$ cat src/shared/escs_defs.svh
// opcode, status code, field size and reset value constants for the command block
`ifndef ESCS_DEFS_SVH
`define ESCS_DEFS_SVH
`define ESCS_OP_READ_POS 8'h42
`define ESCS_OP_SET_POS 8'h43
`define ESCS_OP_READ_ANALOG 8'h44
`define ESCS_OP_READ_CNT 8'h46
`define ESCS_OP_INC_CNT 8'h47
`define ESCS_OP_DEL_CNT 8'h49
`define ESCS_OP_READ_DATA 8'h4a
`define ESCS_OP_STORE_DATA 8'h4b
`define ESCS_OP_FIELD_STAT 8'h4c
`define ESCS_OP_CREATE_FIELD 8'h4d
`define ESCS_OP_FREE_MEM 8'h4e
`define ESCS_OP_CHANGE_CODE 8'h4f
`define ESCS_OP_READ_STATUS 8'h50
`define ESCS_OP_TYPE_LABEL 8'h52
`define ESCS_OP_RESET 8'h53
`define ESCS_OP_SET_ADDR 8'h55
`define ESCS_OP_SERIAL_NO 8'h56
`define ESCS_OP_CFG_IF 8'h57
`define ESCS_ST_OK 8'h00
`define ESCS_ST_ALIGN 8'h01
`define ESCS_ST_OFFSET 8'h02
`define ESCS_ST_PTABLE 8'h03
`define ESCS_ST_ALIMIT 8'h04
`define ESCS_ST_I2C 8'h05
`define ESCS_ST_ICSUM 8'h06
`define ESCS_ST_WDOG 8'h07
`define ESCS_ST_CNT_OVF 8'h08
`define ESCS_ST_PARITY 8'h09
`define ESCS_ST_CSUM 8'h0a
`define ESCS_ST_UNK_CMD 8'h0b
`define ESCS_ST_LEN 8'h0c
`define ESCS_ST_ARG 8'h0d
`define ESCS_ST_WPROT 8'h0e
`define ESCS_ST_ACODE 8'h0f
`define ESCS_ST_FIXSIZE 8'h10
`define ESCS_ST_WADDR 8'h11
`define ESCS_ST_NOFIELD 8'h12
`define ESCS_ST_AMON 8'h1c
`define ESCS_ST_TXCUR 8'h1d
`define ESCS_ST_TEMP 8'h1e
`define ESCS_ST_SPEED 8'h1f
`define ESCS_ST_STPOS 8'h20
`define ESCS_CODE0_RST 8'h55
`define ESCS_NUM_FIELDS 4'h4
`define ESCS_FIELD_WORDS 8'h10
`define ESCS_FREE_MEM_RST 8'h80
`endif

$ cat src/shared/escs_pkg.sv
// types shared by the command block
package escs_pkg;
  typedef enum logic [1:0] {
    ST_IDLE = 2'b00,
    ST_CHECK = 2'b01,
    ST_EXEC = 2'b10,
    ST_REPLY = 2'b11
  } escs_state_e;
  typedef logic [7:0] escs_byte_t;
endpackage : escs_pkg

$ cat src/rtl/escs_cmd.sv
// command decoder and status reporter of the serial parameter channel
`timescale 1ns/1ns
`include "escs_defs.svh"
module escs_cmd #(
  parameter logic [7:0] MODEL_ID = 8'h3a, // arbitrary value
  parameter logic [7:0] MODEL_ID_MT = 8'h3b // arbitrary value
) (
  input wire logic i_sys_clk,
  input wire logic i_rstn,
  input wire logic i_multiturn, // variant strap
  input wire logic i_frame_valid, // one-cycle: frame fields valid
  input wire logic [7:0] i_opcode,
  input wire logic [3:0] i_nbytes, // data bytes received
  input wire logic [7:0] i_arg0, // first data byte
  input wire logic [7:0] i_arg1,
  input wire logic [7:0] i_arg2,
  input wire logic [7:0] i_code0, // protection byte in frame
  input wire logic i_parity_err,
  input wire logic i_csum_err,
  input wire logic i_wdog_restart, // level from monitor after restart
  input wire logic [5:0] i_init_fault,
  input wire logic [5:0] i_run_fault, // amon,txcur,temp,speed,stpos,ovf
  output logic o_reply_valid, // one-cycle pulse
  output logic [7:0] o_reply0,
  output logic [7:0] o_reply1,
  output logic [7:0] o_status, // current latched status
  output logic o_exec, // one-cycle: command executed
  output logic [7:0] o_exec_op,
  output logic [7:0] o_code0 // current protection byte
);
  typedef struct packed {
    escs_pkg::escs_state_e fsm;
    logic mt; // strap caught after reset
    logic strap_done;
    logic [7:0] op;
    logic [3:0] nb;
    logic [7:0] a0;
    logic [7:0] a1;
    logic [7:0] a2;
    logic [7:0] pc;
    logic [7:0] err; // protocol/data error latch
    logic [7:0] code0;
    logic [7:0] free_mem;
    logic [3:0] field_cnt; // fields created so far
    logic [3:0] wprot; // per-field write protection
    logic rvalid;
    logic [7:0] r0;
    logic [7:0] r1;
    logic exec;
    logic [7:0] exop;
    logic [7:0] status;
  } escs_cmd_s;
  escs_cmd_s st;
  escs_cmd_s next_st;
  logic fault_any;
  logic [7:0] fault_code;
  logic [6:0] env;
  assign env = {i_wdog_restart, i_run_fault};
  // persistent device faults encoded apart from protocol errors
  escs_fault_prio u_prio (
    .i_sys_clk(i_sys_clk),
    .i_rstn(i_rstn),
    .i_init_fault(i_init_fault),
    .i_env_fault({1'b0, env}),
    .o_any(fault_any),
    .o_code(fault_code)
  );
  // expected data byte count per opcode; 4'hf marks unknown opcode
  function automatic logic [3:0] exp_len(input logic [7:0] op);
    case (op)
      `ESCS_OP_READ_POS, `ESCS_OP_READ_CNT, `ESCS_OP_INC_CNT,
      `ESCS_OP_FREE_MEM, `ESCS_OP_READ_STATUS, `ESCS_OP_TYPE_LABEL,
      `ESCS_OP_RESET, `ESCS_OP_SERIAL_NO: exp_len = 4'h0;
      `ESCS_OP_READ_ANALOG, `ESCS_OP_FIELD_STAT: exp_len = 4'h1;
      `ESCS_OP_DEL_CNT: exp_len = 4'h1;
      `ESCS_OP_READ_DATA: exp_len = 4'h2;
      `ESCS_OP_STORE_DATA: exp_len = 4'h3;
      `ESCS_OP_CREATE_FIELD, `ESCS_OP_CHANGE_CODE: exp_len = 4'h2;
      `ESCS_OP_SET_POS, `ESCS_OP_SET_ADDR, `ESCS_OP_CFG_IF: exp_len = 4'h1;
      default: exp_len = 4'hf;
    endcase
  endfunction : exp_len
  // opcodes that carry the extra protection byte
  function automatic logic needs_code0(input logic [7:0] op);
    needs_code0 = (op == `ESCS_OP_SET_POS) || (op == `ESCS_OP_SET_ADDR) ||
      (op == `ESCS_OP_CFG_IF);
  endfunction : needs_code0
  // field numbers are 0..count-1; used by several opcodes
  function automatic logic field_ok(input logic [7:0] f,
                                    input logic [3:0] cnt);
    field_ok = (f < {4'h0, cnt});
  endfunction : field_ok
  // one pass: take frame, check, execute or reject, then reply
  always_comb begin
    next_st = st;
    next_st.rvalid = 1'b0;
    next_st.exec = 1'b0;
    // strap is sampled once after release, never under reset
    if (!st.strap_done) begin
      next_st.mt = i_multiturn;
      next_st.strap_done = 1'b1;
    end
    unique case (st.fsm)
      escs_pkg::ST_IDLE: begin
        if (i_frame_valid) begin
          next_st.op = i_opcode;
          next_st.nb = i_nbytes;
          next_st.a0 = i_arg0;
          next_st.a1 = i_arg1;
          next_st.a2 = i_arg2;
          next_st.pc = i_code0;
          // frame errors stop here and execute nothing
          if (i_parity_err) begin
            next_st.err = `ESCS_ST_PARITY;
          end else if (i_csum_err) begin
            next_st.err = `ESCS_ST_CSUM;
          end else begin
            next_st.fsm = escs_pkg::ST_CHECK;
          end
        end
      end
      escs_pkg::ST_CHECK: begin
        next_st.fsm = escs_pkg::ST_IDLE;
        if (exp_len(st.op) == 4'hf) begin
          next_st.err = `ESCS_ST_UNK_CMD;
        end else if (exp_len(st.op) != st.nb) begin
          next_st.err = `ESCS_ST_LEN;
        end else if (needs_code0(st.op) && st.pc != st.code0) begin
          next_st.err = `ESCS_ST_ACODE;
        end else begin
          next_st.fsm = escs_pkg::ST_EXEC;
        end
      end
      escs_pkg::ST_EXEC: begin
        next_st.fsm = escs_pkg::ST_REPLY;
        next_st.r0 = 8'h00;
        next_st.r1 = 8'h00;
        unique case (st.op)
          `ESCS_OP_TYPE_LABEL: begin
            next_st.r0 = st.mt ? MODEL_ID_MT : MODEL_ID;
          end
          `ESCS_OP_READ_STATUS: begin
            next_st.r0 = st.status;
            next_st.err = `ESCS_ST_OK; // reading clears the error latch
          end
          `ESCS_OP_FIELD_STAT: begin
            if (!field_ok(st.a0, st.field_cnt)) begin
              next_st.err = `ESCS_ST_NOFIELD;
              next_st.fsm = escs_pkg::ST_IDLE;
            end else begin
              next_st.r0 = {7'h00, st.wprot[st.a0[1:0]]};
              next_st.r1 = `ESCS_FIELD_WORDS;
            end
          end
          `ESCS_OP_FREE_MEM: begin
            next_st.r0 = st.free_mem;
          end
          `ESCS_OP_READ_DATA, `ESCS_OP_STORE_DATA: begin
            if (!field_ok(st.a0, st.field_cnt)) begin
              next_st.err = `ESCS_ST_NOFIELD;
              next_st.fsm = escs_pkg::ST_IDLE;
            end else if (st.a1 >= `ESCS_FIELD_WORDS) begin
              next_st.err = `ESCS_ST_WADDR;
              next_st.fsm = escs_pkg::ST_IDLE;
            end else if (st.op == `ESCS_OP_STORE_DATA &&
                         st.wprot[st.a0[1:0]]) begin
              next_st.err = `ESCS_ST_WPROT;
              next_st.fsm = escs_pkg::ST_IDLE;
            end
          end
          `ESCS_OP_CREATE_FIELD: begin
            // existing fields keep their size
            if (field_ok(st.a0, st.field_cnt)) begin
              next_st.err = `ESCS_ST_FIXSIZE;
              next_st.fsm = escs_pkg::ST_IDLE;
            end else if (st.a0 != {4'h0, st.field_cnt} ||
                         st.field_cnt == `ESCS_NUM_FIELDS ||
                         st.free_mem < `ESCS_FIELD_WORDS) begin
              next_st.err = `ESCS_ST_ARG;
              next_st.fsm = escs_pkg::ST_IDLE;
            end else begin
              next_st.field_cnt = st.field_cnt + 4'h1;
              next_st.free_mem = st.free_mem - `ESCS_FIELD_WORDS;
              next_st.wprot[st.a0[1:0]] = st.a1[0];
            end
          end
          `ESCS_OP_CHANGE_CODE: begin
            if (st.a0 != st.code0) begin
              next_st.err = `ESCS_ST_ACODE;
              next_st.fsm = escs_pkg::ST_IDLE;
            end else begin
              next_st.code0 = st.a1;
            end
          end
          `ESCS_OP_READ_ANALOG: begin
            // only the temperature channel is offered
            if (st.a0 != 8'h48) begin
              next_st.err = `ESCS_ST_ARG;
              next_st.fsm = escs_pkg::ST_IDLE;
            end
          end
          default: begin
            next_st.r0 = 8'h00; // handled by the outside datapath
          end
        endcase
      end
      escs_pkg::ST_REPLY: begin
        next_st.fsm = escs_pkg::ST_IDLE;
        next_st.rvalid = 1'b1;
        next_st.exec = 1'b1;
        next_st.exop = st.op;
      end
    endcase
    // device faults are latched too; one still present re-sets the
    // latch after a status read, so the set wins over the clear
    if (fault_any) begin
      next_st.err = fault_code;
    end
    next_st.status = next_st.err;
  end
  // single state register
  always_ff @(posedge i_sys_clk or negedge i_rstn) begin
    if (!i_rstn) begin
      st <= '0;
      st.code0 <= `ESCS_CODE0_RST;
      st.free_mem <= `ESCS_FREE_MEM_RST;
    end else begin
      st <= next_st;
    end
  end
  assign o_reply_valid = st.rvalid;
  assign o_reply0 = st.r0;
  assign o_reply1 = st.r1;
  assign o_status = st.status;
  assign o_exec = st.exec;
  assign o_exec_op = st.exop;
  assign o_code0 = st.code0;
endmodule : escs_cmd

$ cat src/rtl/escs_fault_prio.sv
// priority selector of environmental and init fault codes
`timescale 1ns/1ns
`include "escs_defs.svh"
module escs_fault_prio (
  input wire logic i_sys_clk,
  input wire logic i_rstn,
  input wire logic [5:0] i_init_fault, // align,offset,ptable,alim,i2c,csum
  input wire logic [7:0] i_env_fault, // see code map below
  output logic o_any,
  output logic [7:0] o_code
);
  typedef struct packed {
    logic any;
    logic [7:0] code;
  } escs_prio_s;
  escs_prio_s st;
  escs_prio_s next_st;
  // lowest-index init fault and highest-index env fault win; init faults outrank runtime faults
  always_comb begin
    next_st = '0;
    // env: 0 amon,1 txcur,2 temp,3 speed,4 stpos,5 cnt ovf,6 wdog
    if (i_env_fault[6]) begin
      next_st.code = `ESCS_ST_WDOG;
    end else if (i_env_fault[5]) begin
      next_st.code = `ESCS_ST_CNT_OVF;
    end else if (i_env_fault[4]) begin
      next_st.code = `ESCS_ST_STPOS;
    end else if (i_env_fault[3]) begin
      next_st.code = `ESCS_ST_SPEED;
    end else if (i_env_fault[2]) begin
      next_st.code = `ESCS_ST_TEMP;
    end else if (i_env_fault[1]) begin
      next_st.code = `ESCS_ST_TXCUR;
    end else if (i_env_fault[0]) begin
      next_st.code = `ESCS_ST_AMON;
    end
    // init faults override, last one found (lowest index) counts
    for (int k = 5; k >= 0; k--) begin
      if (i_init_fault[k]) begin
        next_st.code = 8'(k + 1);
      end
    end
    next_st.any = |{i_init_fault, i_env_fault[6:0]};
  end
  // registered so the code is stable a cycle after the fault
  always_ff @(posedge i_sys_clk or negedge i_rstn) begin
    if (!i_rstn) begin
      st <= '0;
    end else begin
      st <= next_st;
    end
  end
  assign o_any = st.any;
  assign o_code = st.code;
endmodule : escs_fault_prio

$ cat config.mk
export PLATFORM = sky130hd
export DESIGN_NAME = escs_cmd
export DESIGN_NICKNAME = d
export VERILOG_FILES = /design/src/shared/escs_pkg.sv /design/src/rtl/escs_cmd.sv /design/src/rtl/escs_fault_prio.sv
export VERILOG_INCLUDE_DIRS = /design/src /design/src/shared
export SDC_FILE = /design/constraint.sdc
export NUM_CORES = 1
export LEC_CHECK = 0
export BUFFER_PORTS_ARGS = -buffer_cell sky130_fd_sc_hd__buf_2
export CORE_MARGIN = 3
export CORE_UTILIZATION = 50
export CTS_CLUSTER_SIZE = 14
export DETAILED_ROUTE_END_ITERATION = 12
export GPL_TIMING_DRIVEN = 0
export PLACE_DENSITY = 0.87
export SKIP_LAST_GASP = 1
export SYNTH_ARGS = -nofsm -noshare
export SYNTH_HDL_FRONTEND = slang
export SYNTH_SLANG_ARGS = --single-unit
$ cat constraint.sdc
create_clock -name i_sys_clk -period 2.61 [get_ports i_sys_clk]
set_clock_uncertainty 0.05 [all_clocks]
set_input_delay 0.1305 -clock i_sys_clk [delete_from_list [all_inputs] [get_ports i_sys_clk]]
set_output_delay 0.1305 -clock i_sys_clk [all_outputs]
set_load 0.05 [all_outputs]
==> flow_metrics.tcl, run 1 <==
set metrics [dict create \
    status "finished, final reports clean" \
    min_path_cells 3 \
    max-clock-path-buffers 2 \
    critPathBufInv 0 \
    area_growth_pct 29.5 \
    worst_pin_slew_ns 0.688 \
    min_period_ns 2.57 \
    synth_seq_area_share_pct 46.3 \
    end_kind "flip-flop" \
    syn_avg_cell_area_um2 10.8 \
    fmax_mhz 389 \
    netlist_area_mm2 0.00493 \
    min-delay-start "i_init_fault[2]" \
    cp_max_fo 4 \
    ys_warn_count 0 \
    insertion_delay_ns 0.38 \
    final_cells 750 \
    slew_violations 0 \
    r2r-end "o_status[4]" \
    routabilityCongestion 0.929 \
    antenna_found_initial 0 \
    place_inst 681 \
    critical_path_class "reg -> reg" \
    reg2reg_slack_ns 0.04 \
    portBuffers 87 \
    coreArea_mm2 0.00942 \
    slowest_delay_ns 0.56 \
    drt_iter0_markers 342 \
    drtPass1Iterations 6 \
    yosys.area.top_type_share_pct 43.7 \
    synth_top_area_cell "dfrtp_1" \
    grt_pass1_vias 4041 \
    start_util_pct 52.3 \
    cts_tree "yes" \
    top_usage_layer "met2" \
    via_count 4051 \
    use_met1_pct 29.1 \
    swShare_pct 42.1 \
    period_share_pct 98.6 \
    rsz0062_at_grt "true" \
    yosysMostFrequentCell "dfrtp_1" \
    cp_top_family "compound AO/OA/AOI/OAI gates" \
    p_per_area_mw_per_mm2 884 \
    root_buffer "clkbuf_8" \
    crit_path_top_delay_cell "or4_4" \
    cts.sink_count 91 \
    p_total_mw 5.64 \
    drive_gt1_share_pct 39.5 \
    drt-total-wl_mm 12.2 \
    clk_pin_slew_ns 0.10 \
    gr-usage-met2_pct 37.3 \
    overflow 0 \
    met3_usage_pct 4.59 \
    diodes 0 \
    holdCritPathClass "in -> reg" \
    setup_violations 0 \
    cts_max_level 3 \
    synth_ff_type "dfrtp_1" \
    drtAntennaViolNets 0 \
    arrival_ns 2.79 \
    io_pins 105 \
    rr_worst_depth 7 \
    cap_violations 0 \
    leakage_nw 2.96 \
    numCtsBuffers 9 \
    cp_cell_sequence "or4_4 > or2_4 > o2111a_1 > a41o_1 > o211ai_2 > a31oi_4 > a221o_1" \
    ir_worst_vdd_mv 0.724 \
    grt_max_degree 51 \
    drc 0 \
    via_per_inst 5.40 \
    synth_edf_count 0 \
    whs_endpoint "u_prio.o_code[2]" \
    synth.distinct_cells 61 \
    die_h_um 105 \
    switchingPower_mw 2.37 \
    synth_common_cells "dfrtp_1, mux2_2, buf_4" \
    pwr-share-comb_pct 44.8 \
    dpl.hpwl_mm 8.23 \
    setup_tns_ns 0 \
    fin_nets 690 \
    num_rows 35 \
    startpoint "st[97]" \
    relSlewSlack_pct 53.8 \
    track_usage_pct 22.6 \
    clock_power_share_pct 16.8 \
    intPower_mw 3.27 \
    wl_per_cell_um 16.3 \
    die_area_mm2 0.0111 \
    async_reset_ff_share_pct 100 \
    crit_required_ns 2.83 \
    die_x_um 105 \
    grt_pass1_wl_mm 20.0 \
    whs_ns 0.0538 \
    synthTopCellsByArea "dfrtp_1, mux2_2, buf_4, ha_1, dfstp_2" \
    netlist_instances 456 \
    hold_viol 0 \
    ys_ff_latch 91 \
    p_seq_share_pct 38.4 \
    worst_setup_path_start_kind "flip-flop" \
    r2r-start "st[97]" \
]
==> state kept, by name, indices dropped and copies added, names as in the netlist <==
| register | flops |
|---|---|
| o_exec_op | 8 |
| o_status | 6 |
| o_reply0 | 8 |
| st | 52 |
| u_prio.o_code | 6 |
| o_reply1 | 1 |
| o_exec | 1 |
| u_prio.o_any | 1 |
| o_code0 | 8 |
==> per-stage QoR <==
stage,worst slack (ns),util [%],cell area [µm²]
floorplan,0.123,-,4960
global placement,-0.302,59.0,5560
detailed placement,-0.393,59.3,5590
CTS,-0.00433,67.2,6330
global route,-0.0289,67.8,6380
finish,0.0377,67.8,6380
==> worst max-delay path by stage <==
stage                             end  slack, ns  cells after the start
after floorplan           o_status[0]       0.12                      7
after global placement    o_status[0]      -0.30                      8
after detailed placement  o_status[1]      -0.39                      8
after CTS                 o_status[1]     -0.004                      8
after global routing      o_status[5]      -0.03                      8
final                     o_status[4]       0.04                      7
==> cells by family after synthesis <==
| family | count (synthesis) | share of synthesized area (%) |
|---|---|---|
| AOI/OAI and AO/OA | 74 | 10.2 |
| buffers and inverters | 81 | 9.32 |
| DFF | 91 | 46.3 |
| and+or+nand+nor | 107 | 11.7 |
| muxes | 67 | 15.5 |
| other | 2 | 0.152 |
| adders and majority gates | 11 | 2.79 |
| xor gates and xnor gates | 23 | 4.09 |
==> worst reg2reg max path: cells and delay by family (launching register included) <==
family | cells | cell delay (ns)
AO/OA/AOI/OAI | 5 | 1.21
AND/OR/NAND/NOR | 2 | 0.82
flip-flops | 1 | 0.40
==> layout make-up <==
type                       instances  area (µm²)
sequential                        91        2280
tap                              129         161
clock inverter                     7        67.6
timing repair buffer             143         998
multi-input combinational        292        2290
inverter                          22        82.6
fill                             674        3030
clock buffer                       9         124
buffer                            57         370
==> power by group through the flow <==
| stage | Sequential, mW | Combinational [mW] | Clock, mW |
|---|---|---|---|
| 2_1_floorplan | 2.07 | 1.79 | 0 |
| 3_3_place_gp | 2.12 | 2.18 | 0 |
| 3_5_place_dp | 2.16 | 2.27 | 0 |
| 4_1_cts | 2.13 | 2.42 | 0.952 |
| 5_1_grt | 2.22 | 2.71 | 1.00 |
| 6_report | 2.17 | 2.53 | 0.947 |
==> layer usage <==
metal | wire, µm | up-vias
met5 | 0 | -
li1 | - | 1884
met4 | 433 | 0
met1 | 5010 | 1927
met2 | 6020 | 190
met3 | 765 | 50
==> layout by cell type (no fill, tap or decap), types with 10 or more instances in the layout <==
master,synthesis,layout
nand2_1,26,26
ha_1,11,11
clkbuf_1,17,14
inv_1,22,21
buf_4,41,49
o21ai_0,17,16
buf_2,1,87
a21oi_1,17,15
dlygate4sd3_1,0,48
dfrtp_1,86,85
xnor2_1,14,14
nor2_1,17,16
mux2_2,63,63
conb_1,2,10
==> timing repair <==
item,4_1_cts,5_1_grt
pin swaps,4,3
resized for setup,10,12
endpoints found under the hold margin,82,0
setup buffers,4,3
hold buffers,48,0
endpoints found under the setup margin,17,14
No activity file was read; power rests on OpenSTA's default activity.
==> run 2, diff against run 1 <==
--- a/config.mk
+++ b/config.mk
@@ -16,4 +16,5 @@
 export SKIP_LAST_GASP = 1
 export SYNTH_ARGS = -nofsm -noshare
 export SYNTH_HDL_FRONTEND = slang
+export SYNTH_HIERARCHICAL = 1
 export SYNTH_SLANG_ARGS = --single-unit
==> run 2 against run 1 <==
Against the previous run:
- the run now ends with setup timing left
- critical path depth rose by 2
- sequential cell count rose by 2
- register-to-register slack got worse by 0.11 ns
- maximum frequency fell by 4.1%
- synthesized area is 4.5% higher
- cell area grew 6.8%
- wire length rose by 9.5%
- die area up 4.2%
- critical path type unchanged
- critical endpoint is now o_status[2]
==> flow_metrics.tcl, run 2 <==
set metrics [dict create \
    status "finished with violations" \
    violations "setup timing" \
    drtPass1Iterations 5 \
    ys_warn_count 6 \
    multiInputGateArea_mm2 0.00247 \
    yosysMostFrequentCell "dfrtp_1" \
    slew_violations 0 \
    postLayoutSetupSlackWorst_ns -0.0721 \
    end_kind "flip-flop" \
    layout_common_cells "buf_2, dfrtp_1, buf_4" \
    synth_ff_type "dfrtp_1" \
    grt_pass1_wl_mm 21.0 \
    drt-total-wl_mm 13.4 \
    synth_common_cells "dfrtp_1, mux2_2, buf_4" \
    setup_violations 1 \
    top_register "st" \
    drt_iter0_markers 325 \
    cts_max_level 3 \
    die_x_um 107 \
    dpl.hpwl_mm 8.44 \
    final_common_cell "buf_2" \
    diodes 0 \
    netlist_area_mm2 0.00515 \
    io_pins 105 \
    antenna_found_initial 0 \
    portBuffers 89 \
    cp_max_fo 4 \
    routabilityCongestion 0.881 \
    drive_gt1_share_pct 43.1 \
    holdCritPathClass "in -> reg" \
    critical_path_class "reg -> reg" \
    synth_top_area_cell "dfrtp_1" \
    drtAntennaViolNets 0 \
    cts_tree "yes" \
    track_usage_pct 22.9 \
    final_cells 795 \
    cap_violations 0 \
    wl_per_cell_um 16.8 \
    use_met1_pct 28.0 \
    start_util_pct 52.0 \
    top_usage_layer "met2" \
    p_total_mw 6.30 \
    clk_pin_slew_ns 0.09 \
    fmax_mhz 373 \
    leakage_nw 3.14 \
    overflow 0 \
    synthTopCellsByArea "dfrtp_1, mux2_2, buf_4, xnor2_1, ha_1" \
    die_area_mm2 0.0116 \
    rsz0062_at_grt "true" \
    ir_worst_vdd_mv 0.865 \
    cts.sink_count 93 \
    min_period_ns 2.68 \
    synth_seq_area_share_pct 45.3 \
    place_inst 708 \
    max-clock-path-buffers 2 \
    die_h_um 107 \
    yosys.area.top_type_share_pct 42.8 \
    relSlewSlack_pct 60.2 \
    ys_ff_latch 93 \
    root_buffer "clkbuf_8" \
    largest_reg_flops 52 \
    netlist_instances 478 \
    p_per_area_mw_per_mm2 925 \
    seq_area_mm2 0.00233 \
    synth_edf_count 0 \
    place_ws_ns -0.306 \
    n_fill_cell 686 \
    numCtsBuffers 9 \
    async_reset_ff_share_pct 100 \
    met3_usage_pct 3.18 \
    area_growth_pct 32.3 \
    synth.distinct_cells 66 \
    drc 0 \
    syn_avg_cell_area_um2 10.8 \
    via_per_inst 5.37 \
    grt_max_degree 49 \
    crit_required_ns 2.81 \
    num_rows 36 \
    worst_setup_path_start_kind "flip-flop" \
    arrival_ns 2.88 \
    via_count 4273 \
    fin_nets 731 \
    grt_pass1_vias 4309 \
    gr-usage-met2_pct 41.3 \
    worst_pin_slew_ns 0.597 \
    coreArea_mm2 0.00991 \
    period_share_pct 103 \
    insertion_delay_ns 0.37 \
    hold_viol 0 \
]
-- run 2: cell types whose count changed after synthesis, sizes merged, moves of 5 or more --
cell / before / now
a21oi: 17 / 11
o22ai: 3 / 9
nand3: 8 / 15
nor2: 17 / 24
xnor2: 14 / 23
buf: 42 / 50
clkbuf: 17 / 12
nor2b: 2 / 7
xor2: 9 / 3
-- run 2: logic make-up (layout without fill, tap and decap cells) --
group,count (synthesis),count (layout),share of synthesized area (%)
mux,64,64,14.2
simple gates,122,122,13.5
compound gates,74,74,10.0
fa+ha+maj,11,11,2.67
xor+xnor,26,26,4.42
flops,93,93,45.3
buf+inv,85,262,9.69
other cells,3,10,0.219
-- run 2: final timing paths --
check,startpoint,to,slack [ns],cells past startpoint
max,st[109],o_status[2],-0.07,9
min,i_init_fault[1],u_prio/o_code[0],0.03,3
max reg2reg,st[109],o_status[2],-0.07,9
min reg2reg,u_prio/o_code[5],o_status[5],0.42,2
max in group asynchronous,i_rstn,o_code0[0],1.55,3
min in group asynchronous,i_rstn,o_exec_op[7],0.25,2
-- run 2: critical path, cell delays in order, from the launching register on --
cell and delay (ns):
dfrtp_2 0.45, or3b_4 0.43, a21oi_4 0.16, o211ai_1 0.17, xor2_1 0.20, a311oi_2 0.27, a211o_1 0.16, buf_6 0.11
mux2_4 0.29, mux2_4 0.26
-- run 2: per-layer routing --
metal	share of wire, %	up-vias	wire [µm]
met5	0	-	0
met4	2.8	0	380
met3	5.7	43	757
met2	52	182	6960
met1	40	2063	5290
li1	-	1985	-
-- run 2: stage by stage --
| step | util (%) | instance area [µm²] | hold WS, ns | setup TNS (ns) |
|---|---|---|---|---|
| 2_1_floorplan | - | 5180 | -0.215 | 0 |
| 3_3_place_gp | 58.5 | 5790 | 0.302 | -0.520 |
| 3_5_place_dp | 58.8 | 5820 | 0.121 | -0.688 |
| 4_1_cts | 67.3 | 6670 | 0.0123 | -0.00595 |
| 5_1_grt | 68.8 | 6820 | 0.0129 | -0.416 |
| 6_report | 68.8 | 6820 | 0.0286 | -0.0721 |
-- run 2: cell type report --
| type | count | share of cell area [%] |
|---|---|---|
| repair buffers | 162 | 16.5 |
| flip-flops and latches | 93 | 34.3 |
| plain buffers | 61 | 6.10 |
| well taps | 133 | 2.44 |
| multi-input cells | 307 | 36.2 |
| clock buffers | 11 | 2.22 |
| clock inverters | 5 | 0.955 |
| inverters | 23 | 1.30 |
-- run 2: power by group --
part / internal [mW] / total [mW] / switching, mW
Combinational: 1.40 / 3.02 / 1.62
Clock: 0.505 / 1.03 / 0.523
Sequential: 1.83 / 2.25 / 0.420
-- run 2: what timing repair did --
| item | 4_1_cts | 5_1_grt |
|---|---|---|
| buffers inserted | 18 | 10 |
| setup endpoints to repair | 6 | 12 |
| hold buffers | 44 | 0 |
| pin swaps | 11 | 13 |
| gates resized for setup | 15 | 19 |
| hold endpoints to repair | 86 | 0 |
